<file path="src/common/twowire_pkg.sv">
// Shared constants and types for the two-wire bus control, rate and data block
package twowire_pkg;
  // Control flags, most significant bit first
  typedef struct packed {
    logic busy;
    logic enable;
    logic start_request_flag;
    logic stop_request_flag;
    logic serial_irq_flag;
    logic acknowledge_assert_flag;
    logic free_timer_enable;
    logic low_timeout_enable;
  } ctrl_flags_t;

  // Open-drain drive enables for the two bus lines
  typedef struct packed {
    logic scl_oe;
    logic sda_oe;
  } line_drive_t;

  // Reset values
  localparam logic [7:0] CTRL_RESET = 8'h00;
  localparam logic [7:0] RATE_RESET = 8'h00;
  localparam logic [7:0] DATA_RESET = 8'h00;

  // Status codes; all but idle are reported with the serial interrupt flag
  localparam logic [7:0] ST_IDLE = 8'hf8;
  localparam logic [7:0] ST_START = 8'h08;
  localparam logic [7:0] ST_RESTART = 8'h10;
  localparam logic [7:0] ST_ADDR_W_ACK = 8'h18;
  localparam logic [7:0] ST_ADDR_W_NACK = 8'h20;
  localparam logic [7:0] ST_TX_ACK = 8'h28;
  localparam logic [7:0] ST_TX_NACK = 8'h30;
  localparam logic [7:0] ST_ARB_LOST = 8'h38;
  localparam logic [7:0] ST_ADDR_R_ACK = 8'h40;
  localparam logic [7:0] ST_ADDR_R_NACK = 8'h48;
  localparam logic [7:0] ST_RX_ACK = 8'h50;
  localparam logic [7:0] ST_RX_NACK = 8'h58;

  // Timing
  localparam int CLK_PERIOD_NS = 10;
  localparam int HIGH_EXTRA_NS = 625;
  localparam int HIGH_BASE_EXTRA_CYC = 2;
  localparam int HIGH_PAD_CYC = HIGH_BASE_EXTRA_CYC + HIGH_EXTRA_NS / CLK_PERIOD_NS;
  localparam logic [3:0] FREE_OVERFLOWS = 4'ha;
  localparam logic [3:0] BITS_PER_BYTE = 4'h8;
endpackage

</file>
<file path="src/design/rate_counter.sv">
// Up counter preloaded from the clock-rate setting, flags overflow at all ones
`timescale 1ns/1ps
module rate_counter #(
  parameter int WIDTH = 8
) (
  input wire logic clk,
  input wire logic rst_n,
  input wire logic load,
  input wire logic [WIDTH-1:0] preload,
  input wire logic count_en,
  output logic overflow
);
  logic [WIDTH-1:0] cnt;
  logic [WIDTH-1:0] next_cnt;

  // Overflow is the last cycle of a period of (2^WIDTH - preload) cycles
  assign overflow = count_en && (cnt == {WIDTH{1'b1}});

  // Next count
  always_comb
  begin
    next_cnt = cnt;
    if (load)
    begin
      next_cnt = preload;
    end
    else if (count_en)
    begin
      // Reload at overflow so every period is short, not only the first
      next_cnt = overflow ? preload : cnt + 1'b1;
    end
  end

  always_ff @(posedge clk)
  begin
    if (!rst_n)
    begin
      cnt <= '0;
    end
    else
    begin
      cnt <= next_cnt;
    end
  end
endmodule

</file>
<file path="src/design/data_shift_reg.sv">
// Shift data register: parallel load from software, MSB-first shift with serial input
`timescale 1ns/1ps
module data_shift_reg #(
  parameter int WIDTH = 8
) (
  input wire logic clk,
  input wire logic rst_n,
  input wire logic load,
  input wire logic [WIDTH-1:0] load_data,
  input wire logic shift_en,
  input wire logic shift_in,
  output logic [WIDTH-1:0] q
);
  logic [WIDTH-1:0] next_q;

  // Load wins; software only writes while the transfer is suspended
  always_comb
  begin
    next_q = q;
    if (load)
    begin
      next_q = load_data;
    end
    else if (shift_en)
    begin
      next_q = {q[WIDTH-2:0], shift_in};
    end
  end

  always_ff @(posedge clk)
  begin
    if (!rst_n)
    begin
      q <= twowire_pkg::DATA_RESET;
    end
    else
    begin
      q <= next_q;
    end
  end
endmodule

</file>
<file path="src/design/twowire_bus_ctrl_rate_data.sv">
// Two-wire bus control flags, clock-rate timing, master byte engine and data shifting
`timescale 1ns/1ps
// Behaviour
// - Interrupt flag set on any reportable state entry, never for idle; software clears.
// - In the acknowledge bit of a received byte drive SDA low when acknowledge flag set, else release.
// - Master SCL low time is 256 minus rate setting clock periods.
// - Master SCL high time is 258 minus rate setting periods plus 625 ns.
// - Bus-free timeout is ten rate-counter periods plus one cycle.
// - Transmitted bytes leave MSB first.
// - First received bit ends up in the data register MSB.
// - Bus level is shifted in while shifting out, so data holds last bus byte.
// - On arbitration loss become slave receiver with data register still correct.
// - Start flag enters master mode; START when free, repeated START after bytes.
// - Stop flag makes master send STOP; hardware clears it on detected STOP.
// - With free timer enabled, rate counter runs while SCL high; tenth overflow frees bus.
// - With low timeout enabled, external timer reloads on SCL high, counts on low.
module twowire_bus_ctrl_rate_data (
  input wire logic clk,
  input wire logic rst_n,
  input wire logic ctrl_wr,
  input wire logic [7:0] ctrl_wdata,
  input wire logic rate_wr,
  input wire logic [7:0] rate_wdata,
  input wire logic data_wr,
  input wire logic [7:0] data_wdata,
  output logic [7:0] ctrl_rdata,
  output logic [7:0] rate_rdata,
  output logic [7:0] data_rdata,
  output logic [7:0] status_code,
  input wire logic ext_state_valid,
  input wire logic [7:0] ext_state_code,
  input wire logic scl_in,
  output logic scl_out,
  output logic scl_oe,
  input wire logic sda_in,
  output logic sda_out,
  output logic sda_oe,
  output logic timer_reload,
  output logic timer_count
);
  typedef enum logic [3:0] {
    S_IDLE, S_START_HOLD, S_BIT_LOW, S_BIT_HIGH, S_SUSPEND,
    S_STOP_LOW, S_STOP_HIGH, S_RESTART_LOW, S_RESTART_HIGH, S_SLAVE_RX
  } eng_state_t;

  eng_state_t state, next_state;
  twowire_pkg::ctrl_flags_t ctrl, next_ctrl, wr_flags;
  twowire_pkg::line_drive_t drive, next_drive;
  logic [7:0] rate, next_rate;
  logic [7:0] next_status;
  logic [3:0] bit_cnt, next_bit_cnt;
  logic [6:0] pad_cnt, next_pad_cnt;
  logic pad_run, next_pad_run;
  logic master, next_master;
  logic first_byte, next_first_byte;
  logic rx_dir, next_rx_dir;
  logic ack_seen, next_ack_seen;
  logic [3:0] free_cnt, next_free_cnt;
  logic next_timer_reload, next_timer_count;
  logic scl_meta, scl_s, scl_q, sda_meta, sda_s, sda_q;
  logic scl_rise, start_seen, stop_seen, free_timeout;
  logic high_phase, low_phase, high_done, low_done;
  logic tmr_load, tmr_en, tmr_ovf, free_run, free_ovf;
  logic sh_shift, transmitting, lose, report;
  logic [7:0] sh_q;
  logic [7:0] byte_code;

  assign wr_flags = ctrl_wdata;
  assign ctrl_rdata = ctrl;
  assign rate_rdata = rate;
  assign data_rdata = sh_q;
  assign scl_out = 1'b0;
  assign sda_out = 1'b0;
  assign scl_oe = drive.scl_oe;
  assign sda_oe = drive.sda_oe;

  // Pin synchronisers; the first stage feeds only the second
  always_ff @(posedge clk)
  begin
    if (!rst_n)
    begin
      scl_meta <= 1'b1;
      scl_s <= 1'b1;
      scl_q <= 1'b1;
      sda_meta <= 1'b1;
      sda_s <= 1'b1;
      sda_q <= 1'b1;
    end
    else
    begin
      scl_meta <= scl_in;
      scl_s <= scl_meta;
      scl_q <= scl_s;
      sda_meta <= sda_in;
      sda_s <= sda_meta;
      sda_q <= sda_s;
    end
  end

  // Bus condition detectors on the synchronised lines
  assign scl_rise = scl_s && !scl_q;
  assign start_seen = scl_s && scl_q && sda_q && !sda_s;
  assign stop_seen = scl_s && scl_q && !sda_q && sda_s;
  assign transmitting = first_byte || !rx_dir;

  // SCL phase timing shared by all low and high phases
  assign high_phase = (state == S_START_HOLD) || (state == S_BIT_HIGH) ||
                      (state == S_STOP_HIGH) || (state == S_RESTART_HIGH);
  assign low_phase = (state == S_BIT_LOW) || (state == S_STOP_LOW) ||
                     (state == S_RESTART_LOW);
  assign low_done = low_phase && tmr_ovf;
  assign high_done = high_phase && pad_run && (pad_cnt == 7'(twowire_pkg::HIGH_PAD_CYC - 1));

  // High time only starts once SCL is really high, so stretching by others is honoured
  always_comb
  begin
    tmr_en = low_phase || (high_phase && scl_s && !pad_run);
    tmr_load = (next_state != state) || (high_phase && !scl_s);
    next_pad_run = pad_run;
    next_pad_cnt = pad_cnt;
    if (next_state != state)
    begin
      next_pad_run = 1'b0;
      next_pad_cnt = '0;
    end
    else if (high_phase && tmr_ovf)
    begin
      next_pad_run = 1'b1;
    end
    else if (pad_run)
    begin
      next_pad_cnt = pad_cnt + 1'b1;
    end
  end

  rate_counter #(.WIDTH(8)) u_phase_timer (
    .clk(clk),
    .rst_n(rst_n),
    .load(tmr_load),
    .preload(rate),
    .count_en(tmr_en),
    .overflow(tmr_ovf)
  );

  // Free timer runs only while the bus is held busy with SCL high
  assign free_run = ctrl.enable && ctrl.busy && ctrl.free_timer_enable && scl_s;
  assign free_timeout = (free_cnt == twowire_pkg::FREE_OVERFLOWS);

  rate_counter #(.WIDTH(8)) u_free_timer (
    .clk(clk),
    .rst_n(rst_n),
    .load(!free_run || free_timeout),
    .preload(rate),
    .count_en(free_run && !free_timeout),
    .overflow(free_ovf)
  );

  data_shift_reg #(.WIDTH(8)) u_data (
    .clk(clk),
    .rst_n(rst_n),
    .load(data_wr),
    .load_data(data_wdata),
    .shift_en(sh_shift),
    .shift_in(sda_s),
    .q(sh_q)
  );

  // Status code for a finished byte, from direction and sampled acknowledge
  always_comb
  begin
    if (first_byte)
    begin
      if (sh_q[0])
      begin
        byte_code = ack_seen ? twowire_pkg::ST_ADDR_R_ACK : twowire_pkg::ST_ADDR_R_NACK;
      end
      else
      begin
        byte_code = ack_seen ? twowire_pkg::ST_ADDR_W_ACK : twowire_pkg::ST_ADDR_W_NACK;
      end
    end
    else if (rx_dir)
    begin
      byte_code = ack_seen ? twowire_pkg::ST_RX_ACK : twowire_pkg::ST_RX_NACK;
    end
    else
    begin
      byte_code = ack_seen ? twowire_pkg::ST_TX_ACK : twowire_pkg::ST_TX_NACK;
    end
  end

  // Engine, flags and register next values
  always_comb
  begin
    next_state = state;
    next_ctrl = ctrl;
    next_rate = rate_wr ? rate_wdata : rate;
    next_status = status_code;
    next_bit_cnt = bit_cnt;
    next_master = master;
    next_first_byte = first_byte;
    next_rx_dir = rx_dir;
    next_ack_seen = ack_seen;
    next_drive = drive;
    next_free_cnt = free_ovf ? free_cnt + 1'b1 : free_cnt;
    sh_shift = 1'b0;
    lose = 1'b0;
    report = 1'b0;
    if (free_timeout || !free_run)
    begin
      next_free_cnt = '0;
    end
    case (state)
      S_IDLE:
      begin
        next_drive = '0;
        if (ctrl.enable && ctrl.start_request_flag && !ctrl.busy)
        begin
          next_drive.sda_oe = 1'b1;
          next_state = S_START_HOLD;
        end
      end
      S_START_HOLD:
      begin
        if (high_done)
        begin
          next_drive.scl_oe = 1'b1;
          next_status = master ? twowire_pkg::ST_RESTART : twowire_pkg::ST_START;
          report = 1'b1;
          next_master = 1'b1;
          next_first_byte = 1'b1;
          next_bit_cnt = '0;
          next_state = S_SUSPEND;
        end
      end
      S_BIT_LOW:
      begin
        next_drive.scl_oe = 1'b1;
        if (bit_cnt < twowire_pkg::BITS_PER_BYTE)
        begin
          next_drive.sda_oe = transmitting && !sh_q[7];
        end
        else
        begin
          next_drive.sda_oe = !transmitting && ctrl.acknowledge_assert_flag;
        end
        if (low_done)
        begin
          next_state = S_BIT_HIGH;
        end
      end
      S_BIT_HIGH:
      begin
        next_drive.scl_oe = 1'b0;
        if (scl_rise && bit_cnt < twowire_pkg::BITS_PER_BYTE)
        begin
          sh_shift = 1'b1;
          lose = transmitting && !drive.sda_oe && !sda_s;
        end
        else if (scl_rise)
        begin
          next_ack_seen = !sda_s;
        end
        if (lose)
        begin
          // Data register shifts in the bus bit that beat us on this same edge
          next_drive = '0;
          next_master = 1'b0;
          next_bit_cnt = bit_cnt + 1'b1;
          next_state = S_SLAVE_RX;
          if (bit_cnt == twowire_pkg::BITS_PER_BYTE - 1'b1)
          begin
            next_status = twowire_pkg::ST_ARB_LOST;
            report = 1'b1;
            next_bit_cnt = '0;
            next_state = S_IDLE;
          end
        end
        else if (high_done && bit_cnt == twowire_pkg::BITS_PER_BYTE)
        begin
          next_drive.scl_oe = 1'b1;
          next_status = byte_code;
          report = 1'b1;
          next_first_byte = 1'b0;
          if (first_byte)
          begin
            next_rx_dir = sh_q[0];
          end
          next_bit_cnt = '0;
          next_state = S_SUSPEND;
        end
        else if (high_done)
        begin
          next_bit_cnt = bit_cnt + 1'b1;
          next_state = S_BIT_LOW;
        end
      end
      S_SUSPEND:
      begin
        next_drive.scl_oe = 1'b1;
        if (!ctrl.serial_irq_flag)
        begin
          next_drive.sda_oe = 1'b0;
          if (ctrl.stop_request_flag)
          begin
            next_state = S_STOP_LOW;
          end
          else if (ctrl.start_request_flag)
          begin
            next_state = S_RESTART_LOW;
          end
          else
          begin
            next_state = S_BIT_LOW;
          end
        end
      end
      S_STOP_LOW:
      begin
        next_drive = 2'b11;
        if (low_done)
        begin
          next_state = S_STOP_HIGH;
        end
      end
      S_STOP_HIGH:
      begin
        next_drive = 2'b01;
        if (high_done)
        begin
          next_drive = '0;
          next_master = 1'b0;
          next_state = S_IDLE;
        end
      end
      S_RESTART_LOW:
      begin
        next_drive = 2'b10;
        if (low_done)
        begin
          next_state = S_RESTART_HIGH;
        end
      end
      S_RESTART_HIGH:
      begin
        next_drive = '0;
        if (high_done)
        begin
          next_drive.sda_oe = 1'b1;
          next_state = S_START_HOLD;
        end
      end
      S_SLAVE_RX:
      begin
        next_drive = '0;
        if (scl_rise)
        begin
          sh_shift = 1'b1;
          next_bit_cnt = bit_cnt + 1'b1;
          if (bit_cnt == twowire_pkg::BITS_PER_BYTE - 1'b1)
          begin
            next_status = twowire_pkg::ST_ARB_LOST;
            report = 1'b1;
            next_bit_cnt = '0;
            next_state = S_IDLE;
          end
        end
      end
      default:
      begin
        next_state = S_IDLE;
      end
    endcase

    // Software write of the control flags; busy is read only
    if (ctrl_wr)
    begin
      next_ctrl = wr_flags;
      next_ctrl.busy = ctrl.busy;
    end
    // Bus activity tracking
    if (start_seen)
    begin
      next_ctrl.busy = 1'b1;
    end
    if (stop_seen || free_timeout)
    begin
      next_ctrl.busy = 1'b0;
      if (state == S_SLAVE_RX)
      begin
        next_state = S_IDLE;
        next_bit_cnt = '0;
      end
    end
    // Detected STOP, or the simulated one in slave mode, clears the stop flag
    if (!ctrl_wr && (stop_seen || (ctrl.stop_request_flag && !master && state == S_IDLE)))
    begin
      next_ctrl.stop_request_flag = 1'b0;
    end
    // External slave states also report; idle code is never flagged
    if (ext_state_valid && ext_state_code != twowire_pkg::ST_IDLE)
    begin
      next_status = ext_state_code;
    end
    // Hardware set wins over a software clear; a repeated code still raises it
    if (report || (ext_state_valid && ext_state_code != twowire_pkg::ST_IDLE))
    begin
      next_ctrl.serial_irq_flag = 1'b1;
    end
    // Disabling drops the interface off the bus and forgets bus state
    if (!ctrl.enable)
    begin
      next_state = S_IDLE;
      next_drive = '0;
      next_master = 1'b0;
      next_bit_cnt = '0;
      next_ctrl.busy = 1'b0;
    end
    next_timer_reload = ctrl.low_timeout_enable && scl_s;
    next_timer_count = ctrl.low_timeout_enable && !scl_s;
  end

  // Register everything computed above
  always_ff @(posedge clk)
  begin
    if (!rst_n)
    begin
      state <= S_IDLE;
      ctrl <= twowire_pkg::CTRL_RESET;
      rate <= twowire_pkg::RATE_RESET;
      status_code <= twowire_pkg::ST_IDLE;
      drive <= '0;
      bit_cnt <= '0;
      pad_cnt <= '0;
      pad_run <= 1'b0;
      master <= 1'b0;
      first_byte <= 1'b0;
      rx_dir <= 1'b0;
      ack_seen <= 1'b0;
      free_cnt <= '0;
      timer_reload <= 1'b0;
      timer_count <= 1'b0;
    end
    else
    begin
      state <= next_state;
      ctrl <= next_ctrl;
      rate <= next_rate;
      status_code <= next_status;
      drive <= next_drive;
      bit_cnt <= next_bit_cnt;
      pad_cnt <= next_pad_cnt;
      pad_run <= next_pad_run;
      master <= next_master;
      first_byte <= next_first_byte;
      rx_dir <= next_rx_dir;
      ack_seen <= next_ack_seen;
      free_cnt <= next_free_cnt;
      timer_reload <= next_timer_reload;
      timer_count <= next_timer_count;
    end
  end
endmodule

</file>
<file path="config.mk">
export PLATFORM = sky130hd
export DESIGN_NAME = twowire_bus_ctrl_rate_data
export DESIGN_NICKNAME = d
export VERILOG_FILES = /design/src/common/twowire_pkg.sv /design/src/design/rate_counter.sv /design/src/design/data_shift_reg.sv /design/src/design/twowire_bus_ctrl_rate_data.sv
export SDC_FILE = /design/constraint.sdc
export NUM_CORES = 1
export LEC_CHECK = 0
export ABC_AREA = 1
export BUFFER_PORTS_ARGS = -buffer_cell sky130_fd_sc_hd__buf_2
export CAP_MARGIN = 30
export CELL_PAD_IN_SITES_DETAIL_PLACEMENT = 0
export CELL_PAD_IN_SITES_GLOBAL_PLACEMENT = 1
export CORE_ASPECT_RATIO = 1.1
export CORE_MARGIN = 2
export CORE_UTILIZATION = 43
export DETAILED_ROUTE_END_ITERATION = 12
export GPL_ROUTABILITY_DRIVEN = 0
export PLACE_DENSITY_LB_ADDON = 0.1
export SYNTH_ARGS = -nofsm -noshare
export SYNTH_HDL_FRONTEND = slang
export SYNTH_SLANG_ARGS = --single-unit
</file>
<file path="constraint.sdc">
create_clock -name clk -period 5.8 [get_ports clk]
set_clock_uncertainty 0.15 [all_clocks]
set_input_delay 1.16 -clock clk [delete_from_list [all_inputs] [get_ports clk]]
set_output_delay 1.16 -clock clk [all_outputs]
set_load 0.1 [all_outputs]
</file>
== Word-level counts from Yosys, hierarchy flattened ==
Index checks and enable logic that the tools add are counted.
Storage, ports and cells
  word-level logic and storage cells: 234
  output and inout bits: 38
  input port bits: 40
  register bits after elaboration: 82
Cells by class
  bitwise gates (word level): 5
  add/subtract/negate cells: 5
  reductions and logical operators: 85
  $lt $le $gt $ge: 1
  multiplexer cells: 80
  equality and inequality tests: 26
Operators by type and width (number)
  2-to-1 mux 8 bit: 15
  2-to-1 mux 4 bit: 28
  one-hot mux 4 bit (10 select lines): 1
  logical AND 1 bit: 33
  one-hot mux 8 bit (3 select lines): 1
  2-to-1 mux 1 bit: 21
  == test 4 x 3 -> 1 bit, second input constant: 5
  adder 8 x 1 -> 8 bit, second input constant: 2
  == test 4 bit, second input constant: 4
  == test 8 bit, second input constant: 2
  AND reduction 4 bit: 4
  zero test 1 bit: 14
  2-to-1 mux 7 bit: 2
  logical OR 1 bit: 12
  one-hot mux 4 bit (3 select lines): 1
  2-to-1 mux 5 bit: 2
  nonzero test 2 bit: 5
  adder 4 x 1 -> 4 bit, second input constant: 2
  == test 4 x 2 -> 1 bit, second input constant: 2
  != test 2 bit, second input constant: 4
  != test 8 bit, second input constant: 1
  one-hot mux 1 bit (8 select lines): 1
  nonzero test 8 bit: 1
  OR reduction 2 bit: 4
  22 further kinds: 35

== Longest topological paths before layout ==
Gate-level depths: netlist (run 1).
  depth after elaboration: 17
  gate-level depth with buffers: 20

== Modules after synthesis ==
From an unflattened synthesis (run 1), not the netlist that was laid out.
Unflattened totals
  cells, all modules: 709
  area total of the unflattened synthesis: 4869.7 sq um
Modules (own cells, without submodules)
  twowire_bus_ctrl_rate_data: area an instance 3259.4 sq um, seq. area each 1161.1 sq um, cells an instance 468, instances 1
  rate_counter: area an instance 599.3 sq um, seq. area each 160.2 sq um, cells an instance 89, instances 2
  data_shift_reg: area an instance 411.6 sq um, seq. area each 160.2 sq um, cells an instance 63, instances 1

== Least setup slack after synthesis (run 1) ==
Ideal clock, no wire load.
  kind: register to register
  from: register ctrl, in the netlist ctrl_rdata[6]
  to: register u_phase_timer.cnt[7]
  arrival: 2552 ps
  setup slack: 2989 ps
  required time: 5541 ps
  stages on the path, launching flop included: 20
  library setup time: 109 ps
  clock period less this slack: 2811 ps
  path buffers: 2
  cells stage by stage: dfxtp_1 -> buf_2 -> nand2_1 -> nor2_1 -> nand2_1 -> nand2_1 -> nor2_1 -> nand2_1 -> nor2_1 -> nand2_1 -> nand2_1 -> nand2_1 -> nand2_1 -> nor2_2 -> nand4_2 -> buf_6 -> nor2_2 -> nor2_1 -> nand2_1 -> inv_1
On the way
  cells in the longest elaborated chain, start to end: 10
  elaborated cells between the ends (all ways): 11
Ends and longest elaborated chain
  start, declared: RTL line twowire_bus_ctrl_rate_data.sv:47  | twowire_pkg::ctrl_flags_t ctrl, next_ctrl, wr_flags;
  start signal, assigned: RTL line twowire_bus_ctrl_rate_data.sv:429  | ctrl <= twowire_pkg::CTRL_RESET;
  start signal, assigned: RTL line twowire_bus_ctrl_rate_data.sv:447  | ctrl <= next_ctrl;
  logical AND 1 bit (2 in a row): RTL line twowire_bus_ctrl_rate_data.sv:217  | if (ctrl.enable && ctrl.start_request_flag && !ctrl.busy)
  2-to-1 mux 4 bit: RTL line twowire_bus_ctrl_rate_data.sv:217
  one-hot mux 4 bit (10 select lines): RTL line twowire_bus_ctrl_rate_data.sv:213  | case (state)
  2-to-1 mux 4 bit: RTL line twowire_bus_ctrl_rate_data.sv:389  | if (state == S_SLAVE_RX)
  2-to-1 mux 4 bit: RTL line twowire_bus_ctrl_rate_data.sv:386  | if (stop_seen || free_timeout)
  2-to-1 mux 4 bit *: RTL line twowire_bus_ctrl_rate_data.sv:411  | if (!ctrl.enable)
  != test 4 bit *: RTL line twowire_bus_ctrl_rate_data.sv:118  | tmr_load = (next_state != state) || (high_phase && !scl_s);
  logical OR 1 bit *: RTL line twowire_bus_ctrl_rate_data.sv:118
  2-to-1 mux 8 bit or nonzero test 2 bit (tied branches)
  end signal, assigned: RTL line rate_counter.sv:42  | cnt <= next_cnt;
  end, declared: RTL line rate_counter.sv:13  | logic [WIDTH-1:0] cnt;
Every way passes the cells marked *; elsewhere a longest branch is shown, timed or not.
A chain may end at the register's enable or synchronous reset.

== Worst setup path after layout (run 1) ==
  from: register state[0]
  to: register u_phase_timer.cnt[4]
On the way
  cells in the longest elaborated chain, start to end: 17
  elaborated cells between the ends (all ways): 47
Ends and longest elaborated chain
  start, declared: RTL line twowire_bus_ctrl_rate_data.sv:46  | eng_state_t state, next_state;
  start signal, assigned: RTL line twowire_bus_ctrl_rate_data.sv:446  | state <= next_state;
  == test 4 x 1 -> 1 bit or == test 4 x 2 -> 1 bit (tied branches): RTL line twowire_bus_ctrl_rate_data.sv:107, twowire_bus_ctrl_rate_data.sv:213
  logical OR 1 bit (2 in a row): RTL line twowire_bus_ctrl_rate_data.sv:107  | assign high_phase = (state == S_START_HOLD) || (state == S_BIT_HIGH) ||
  logical OR 1 bit: RTL line twowire_bus_ctrl_rate_data.sv:108  | (state == S_STOP_HIGH) || (state == S_RESTART_HIGH);
  logical AND 1 bit (2 in a row): RTL line twowire_bus_ctrl_rate_data.sv:117  | tmr_en = low_phase || (high_phase && scl_s && !pad_run);
  logical OR 1 bit: RTL line twowire_bus_ctrl_rate_data.sv:117
  logical AND 1 bit: RTL line rate_counter.sv:17  | assign overflow = count_en && (cnt == {WIDTH{1'b1}});
  logical AND 1 bit: RTL line twowire_bus_ctrl_rate_data.sv:111  | assign low_done = low_phase && tmr_ovf;
  2-to-1 mux 4 bit, on equally long branches: RTL line twowire_bus_ctrl_rate_data.sv:339, twowire_bus_ctrl_rate_data.sv:247, twowire_bus_ctrl_rate_data.sv:321
  one-hot mux 4 bit (10 select lines): RTL line twowire_bus_ctrl_rate_data.sv:213
  2-to-1 mux 4 bit: RTL line twowire_bus_ctrl_rate_data.sv:389
  2-to-1 mux 4 bit: RTL line twowire_bus_ctrl_rate_data.sv:386
  2-to-1 mux 4 bit: RTL line twowire_bus_ctrl_rate_data.sv:411
  != test 4 bit: RTL line twowire_bus_ctrl_rate_data.sv:118
  logical OR 1 bit: RTL line twowire_bus_ctrl_rate_data.sv:118
  2-to-1 mux 8 bit or nonzero test 2 bit (tied branches)
Parallel ways exist; a longest one is shown, timed or not. The select of a mux whose other input is x is not followed.

==> metrics.cfg, run 1 <==
[timing]
finalMaxSlewViolations = 0
rsz0062_at_grt = no
finalCritPeriodShare_pct = 51.41
final.setup.tns_ns = 0
setup_viol = 0
min_period_ns = 2.982
hold_violations = 0
setup_ws_ns = 2.818
max_clock_freq_mhz = 335.4
slew_headroom_pct = 45.21
worstMarginPinSlew_ns = 0.8218

[global_routing]
grt_usage_pct = 21.68
grt_pass1_wl_um = 19310
gr-total-overflow = 0
grt_pass1_vias = 4055
antenna_found_initial = 0
grt_max_degree = 45

[clock_network]
clock-sinks = 82
holdBufCountCts = 0
cts_root_buffer = clkbuf_16
cts.htree.levels = 3
cts_resized = 0
post-cts-setup-buffer-count = 0
cts_tree = yes
cts_buffers = 9
insertion_delay_ns = 0.34
cts_buffer_depth = 2
clkTransAtPathRegs_ns = 0.07

[setup_path]
r2r_setup_slack_ns = 2.82
endpoint_kind = register
r2r_cells = 15
startpoint_type = register
worstReg2RegEnd = u_phase_timer.cnt[4]
cp_max_fo = 13
startpoint = state[0]
required_ns = 5.89
worst_r2r_startpoint = state[0]
critical_path_class = reg -> reg
cp.arrival_ns = 3.07

[placement]
place_hpwl_um = 9018
io_buffers = 74
placed_cells = 836
dp_slack_ns = 2.533
dpl_cell_area_um2 = 4892

[detailed_routing]
dr.pass1.iters = 4
remaining_drc_errors = 0
num_vias = 4401
routedWlPerCell_um = 14.16
drt_iter0_drc = 195
routed_wl_um = 12070
ant_nets = 0
routed_via_density = 5.165

[synthesis]
ys.flop_type = dfxtp_1
syn_area_per_cell_um2 = 6.782
syn_area_um2 = 4469
async_flop_share_pct = 0
synth-seq-cells = 82
yosysSeqAreaShare_pct = 36.73
netlist_instances = 659
synth_compound_area_share_pct = 16.29
synth_edf_count = 0
synth_mux_area_share_pct = 0.2240
yosysWarnings = 0
synth_top_family_by_area = simple AND/OR/NAND/NOR gates
ys_types = 45
synthAdderAreaFrac_pct = 3.080
yosys.area_share.simple_pct = 31.13
yosys.area_share.xor_xnor_pct = 3.135

[min_path]
hp-start = sda_meta
hold_class = reg -> reg
holdPathStages = 1
whs_endpoint = sda_s

[layout]
fin_area_um2 = 5236
final_layout_size_suffix_gt1_share_pct = 17.28
finalNetCount = 775
area_delta_synth_final_pct = 17.16
final-instance-count-excl-fill = 852
fillerInstances = 1094
insertedDiodeCount = 0
fin_util_pct = 51.10

[die]
io_pins = 78
core_area_um2 = 10250
core.rowCount = 39
die_h_um = 110.9
initial_core_util_pct = 43.61
dieArea_um2 = 11230
die-width_um = 101.2

[run_status]
outcome = completed

[power]
leakage_uw = 0.002416
powerDensity_nw_per_um2 = 283.1
ir_drop_v = 0.0001720

[run]
cap_violations = 0

[flip-flops by register name, summed over array words and instances (netlist names), 4 cells and up]
register and count:
state 4, ctrl_rdata 8, u_data.q 8, u_free_timer.cnt 8, free_cnt 4, rate_rdata 8
pad_cnt 7, bit_cnt 4, status_code 8, u_phase_timer.cnt 8
[synthesized netlist by cell type (2+ instances only)]
| cell type | count | area share, % |
|---|---|---|
| ha_1 | 11 | 3.1 |
| o21ai_0 | 49 | 5.5 |
| nor2_1 | 78 | 6.6 |
| buf_4 | 4 | 0.67 |
| nand2_1 | 127 | 11 |
| a41oi_1 | 2 | 0.39 |
| a2111oi_0 | 2 | 0.39 |
| a21oi_1 | 66 | 7.4 |
| o22ai_1 | 2 | 0.28 |
| nand3_2 | 2 | 0.45 |
| a211oi_1 | 2 | 0.34 |
| nand2_2 | 6 | 0.84 |
| clkbuf_1 | 13 | 1.1 |
| nor2_2 | 12 | 1.7 |
| dfxtp_1 | 82 | 37 |
| clkinv_1 | 2 | 0.17 |
| nor3_1 | 13 | 1.5 |
| inv_1 | 74 | 6.2 |
| inv_2 | 7 | 0.59 |
| o211ai_1 | 2 | 0.34 |
| nand3_1 | 39 | 4.4 |
| nor2_4 | 2 | 0.50 |
| buf_2 | 3 | 0.34 |
| xor2_1 | 13 | 2.5 |
| nand4_1 | 14 | 2.0 |
| or2_2 | 5 | 0.70 |
| xnor2_1 | 3 | 0.59 |
| o2111ai_1 | 2 | 0.39 |
| o21ai_1 | 5 | 0.56 |
| and3_1 | 2 | 0.28 |
[how the worst max path moves through the flow]
stage	to	slack [ns]	cells after the start
final	u_phase_timer.cnt[4]	2.82	15
after detailed placement	free_cnt[1]	2.53	5
after CTS	u_phase_timer.cnt[3]	2.85	17
after global routing	u_phase_timer.cnt[5]	2.48	17
after floorplan	u_phase_timer.cnt[7]	2.99	19
after global placement	free_cnt[0]	2.60	5
[cell type report]
cell class	instances	area (um2)	share of cell area [%]
Clock buffer	10	229.0	4.373
Clock inverter	6	115.1	2.198
Inverter	83	311.5	5.950
Multi-Input combinational cell	474	2415	46.12
Sequential cell	82	1642	31.35
Tap cell	123	153.9	2.939
Timing Repair Buffer	74	370.4	7.073
[worst max-delay path: stages (launching register included)]
cell and delay (ns):
dfxtp_1 0.55, nand2_1 0.18, nor2_1 0.38, nand2_1 0.13
o21ai_0 0.10, nor2_1 0.07, nand2_1 0.10, nand2_1 0.08
nand2_1 0.12, nand2_1 0.08, nor2_2 0.19, nand4_2 0.36
nor2_1 0.20, nor2_1 0.06, nand2_1 0.09, inv_1 0.03
[cell usage in the layout (no fill, tap or decap), types with 2 or more instances in the layout]
cell and instances:
nand3_1 39, buf_2 74, nor2_2 12, or2_2 5
inv_2 7, nand2_2 6, nand2_1 127, dfxtp_1 82
o2111ai_1 2, ha_1 11, xor2_1 13, conb_1 2
o21ai_1 5, xnor2_1 3, bufinv_16 3, nor2_4 2
a2111oi_0 2, clkbuf_16 9, clkinv_1 2, inv_1 74
nand3_2 2, clkinv_4 2, o22ai_1 2, o21ai_0 49
nor2_1 78, a211oi_1 2, and3_1 2, nor3_1 13
o211ai_1 2, a21oi_1 66, a41oi_1 2, nand4_1 14
[stage by stage]
stage / hold slack (ns) / power (uW)
after floorplan: 0.2425 / 785.6
after global placement: 0.2472 / 828.7
after detailed placement: 0.2524 / 831.5
after CTS: 0.2674 / 1495
after global routing: 0.2937 / 1536
final: 0.2658 / 1483
[cells by family (layout without fill, tap and decap cells)]
logic type / after synthesis / count (layout)
other: 1 / 2
buffers and inverters: 104 / 173
XOR/XNOR: 16 / 16
adder cells (fa/ha/maj): 11 / 11
AND/OR/NAND/NOR: 308 / 308
multiplexers: 1 / 1
AO/OA/AOI/OAI: 136 / 136
flip-flops: 82 / 82
[routing by layer]
layer  global-route usage (%)  vias to the layer above  routed length, um
li1                         -                     2290                  -
met1                    28.21                     1999               5767
met2                    34.39                       89               5504
met3                    4.666                       23                464
met4                    9.189                        0                329
met5                        0                        -                  0
[where the power goes]
| part | total (uW) | switching, uW | internal (uW) |
|---|---|---|---|
| clock network | 664 | 242 | 423 |
| logic | 215 | 173 | 41.8 |
| registers | 604 | 19.2 | 585 |
| total | 1480 | 433 | 1050 |
Power figures use the tool's default switching activity.
==> run 2: changes to the inputs <==
--- a/config.mk
+++ b/config.mk
@@ -12,7 +12,7 @@
 export CELL_PAD_IN_SITES_GLOBAL_PLACEMENT = 1
 export CORE_ASPECT_RATIO = 1.1
 export CORE_MARGIN = 2
-export CORE_UTILIZATION = 43
+export CORE_UTILIZATION = 36
 export DETAILED_ROUTE_END_ITERATION = 12
 export GPL_ROUTABILITY_DRIVEN = 0
 export PLACE_DENSITY_LB_ADDON = 0.1
==> constraint.sdc (replaced) <==
create_clock -name clk -period 2.4 [get_ports clk]
set_clock_uncertainty 0.15 [all_clocks]
set_input_delay 0.48 -clock clk [delete_from_list [all_inputs] [get_ports clk]]
set_output_delay 0.48 -clock clk [all_outputs]
set_load 0.1 [all_outputs]
==> run 2 against run 1 <==
Effect of this change:
- wire length is 15% higher
- largest power group is now sequential cells
- total power is 130% higher
- non-clock buffer count up 118
- the flow now finishes with violations (negative setup slack)
- clock-buffer cell count grew 3
- utilization increased by 3.1 points
- sequential power grew 140%
==> metrics.cfg, run 2 (same netlist as run 1, synthesis figures left out) <==
[placement]
io_buffers = 74
place_hpwl_um = 10490

[timing]
final.setup.tns_ns = -0.005605
worstMarginPinSlew_ns = 0.5226
finalMaxSlewViolations = 0
setup_viol = 1
finalCritPeriodShare_pct = 100.2
min_period_ns = 2.406
max_clock_freq_mhz = 415.7
hold_violations = 0
slew_headroom_pct = 65.07
setup_ws_ns = -0.005605
rsz0062_at_grt = yes

[die]
core.rowCount = 42
io_pins = 78
core_area_um2 = 12090
initial_core_util_pct = 36.98
die-width_um = 110.2
dieArea_um2 = 13320
die_h_um = 120.9

[setup_path]
cp.arrival_ns = 2.50
startpoint_type = register
cp_slowest_cell = dfxtp_4
cp_slowest_stage_delay_ns = 0.41
cpMostUsedCell = nand2_2
critical_path_class = reg -> reg
crit_family = simple AND/OR/NAND/NOR gates
required_ns = 2.49
path_cells = inv_2, nor2_1, nand2_2, nand3_4, nand2_8, nor2_4, nand2_2, nand3_4, nand2_4, nand2_2, nand2_2, nor2_4, buf_4, nand4_4, buf_6, o21ai_1, nor2_1
cp_num_buf_inv = 3
endpoint_kind = register
cp_max_fo = 7

[clock_network]
cts_tree = yes
holdBufCountCts = 0
cts_root_buffer = clkbuf_16
cts_buffers = 9
cts.htree.levels = 3
clkTransAtPathRegs_ns = 0.06
clock-sinks = 82
cts_buffer_depth = 2
insertion_delay_ns = 0.35

[detailed_routing]
ant_nets = 0
remaining_drc_errors = 0
drt_iter0_drc = 152
routed_wl_um = 13860
num_vias = 4921
routed_via_density = 4.916
routedWlPerCell_um = 13.84
dr.pass1.iters = 4

[power]
powerDensity_nw_per_um2 = 519.0
leakage_uw = 0.003011
ir_drop_v = 0.0003577

[layout]
final_common_cell = buf_4
finalNetCount = 893
insertedDiodeCount = 0
final_layout_size_suffix_gt1_share_pct = 38.61
layout_common_cells = buf_4, nand2_1, buf_2
area_delta_synth_final_pct = 46.58
fin_util_pct = 54.20

[global_routing]
grt_pass1_vias = 4646
met1_usage_pct = 26.23
antenna_found_initial = 0
grtUsageMet2_pct = 36.00
grt_max_degree = 38
grt_pass1_wl_um = 21910
gr-total-overflow = 0
busiest_layer = met2
grt_use_met3_pct = 4.243
grt_usage_pct = 21.28

[run_status]
outcome = finished with violations
violations = negative setup slack

[run]
cap_violations = 0

[min_path]
hold_class = in -> reg

[run 2: cell types whose count changed in the layout (fill, tap and decap cells not counted), sizes merged]
cell / delta
buf: +118
inv: +1
clkbuf: +3
bufinv: -3
clkinv: -1
[run 2: final timing paths]
kind	start	endpoint	slack [ns]	cells after the start
min	scl_in	scl_meta	0.16	2
min reg2reg	scl_meta	scl_s	0.27	1
max	state[3]	u_phase_timer.cnt[1]	-0.006	17
max reg2reg	state[3]	u_phase_timer.cnt[1]	-0.006	17
[run 2: per-layer routing]
layer | routed length, um | vias up
li1 | - | 2522
met1 | 6214 | 2285
met2 | 6863 | 88
met3 | 417 | 26
met4 | 363 | 0
met5 | 0 | -
[run 2: power by group]
part           internal (uW)  switching (uW)
sequential              1410            40.1
clock                    794             585
combinational            130             441
total                   2330            1070
[run 2: timing repair]
item	CTS	global route
gates resized for setup	67	55
setup buffers	6	11
pin swaps	14	27
endpoints found under the setup margin	18	28
[run 2: layout make-up]
type / instances / area (um2)
Timing Repair Buffer: 192 / 1271
Clock buffer: 13 / 271.5
Clock inverter: 3 / 21.27
Fill cell: 1170 / 5535
Inverter: 83 / 314.1
Multi-Input combinational cell: 474 / 2805
Tap cell: 154 / 192.7
Sequential cell: 82 / 1675
[run 2: stage by stage]
step,hold slack [ns],total power [uW],setup slack [ns],area (um2),instances
final,0.1626,3400,-0.005605,6551,1001
after CTS,0.1545,3422,-0.008998,6269,990
after floorplan,0.2425,1899,0.08085,4483,660
after detailed placement,0.2513,2034,-0.2958,5707,969
after global placement,0.2483,2028,-0.2160,5707,969
after global routing,0.1625,3532,-0.1549,6551,1001
[run 2: worst reg2reg max path, cell delays in order (launching register included)]
cell	delay [ns]
dfxtp_4	0.41
inv_2	0.05
nor2_1	0.12
nand2_2	0.10
nand3_4	0.14
nand2_8	0.10
nor2_4	0.09
nand2_2	0.08
nand3_4	0.11
nand2_4	0.06
nand2_2	0.06
nand2_2	0.05
nor2_4	0.15
buf_4	0.14
nand4_4	0.13
buf_6	0.19
o21ai_1	0.12
nor2_1	0.05
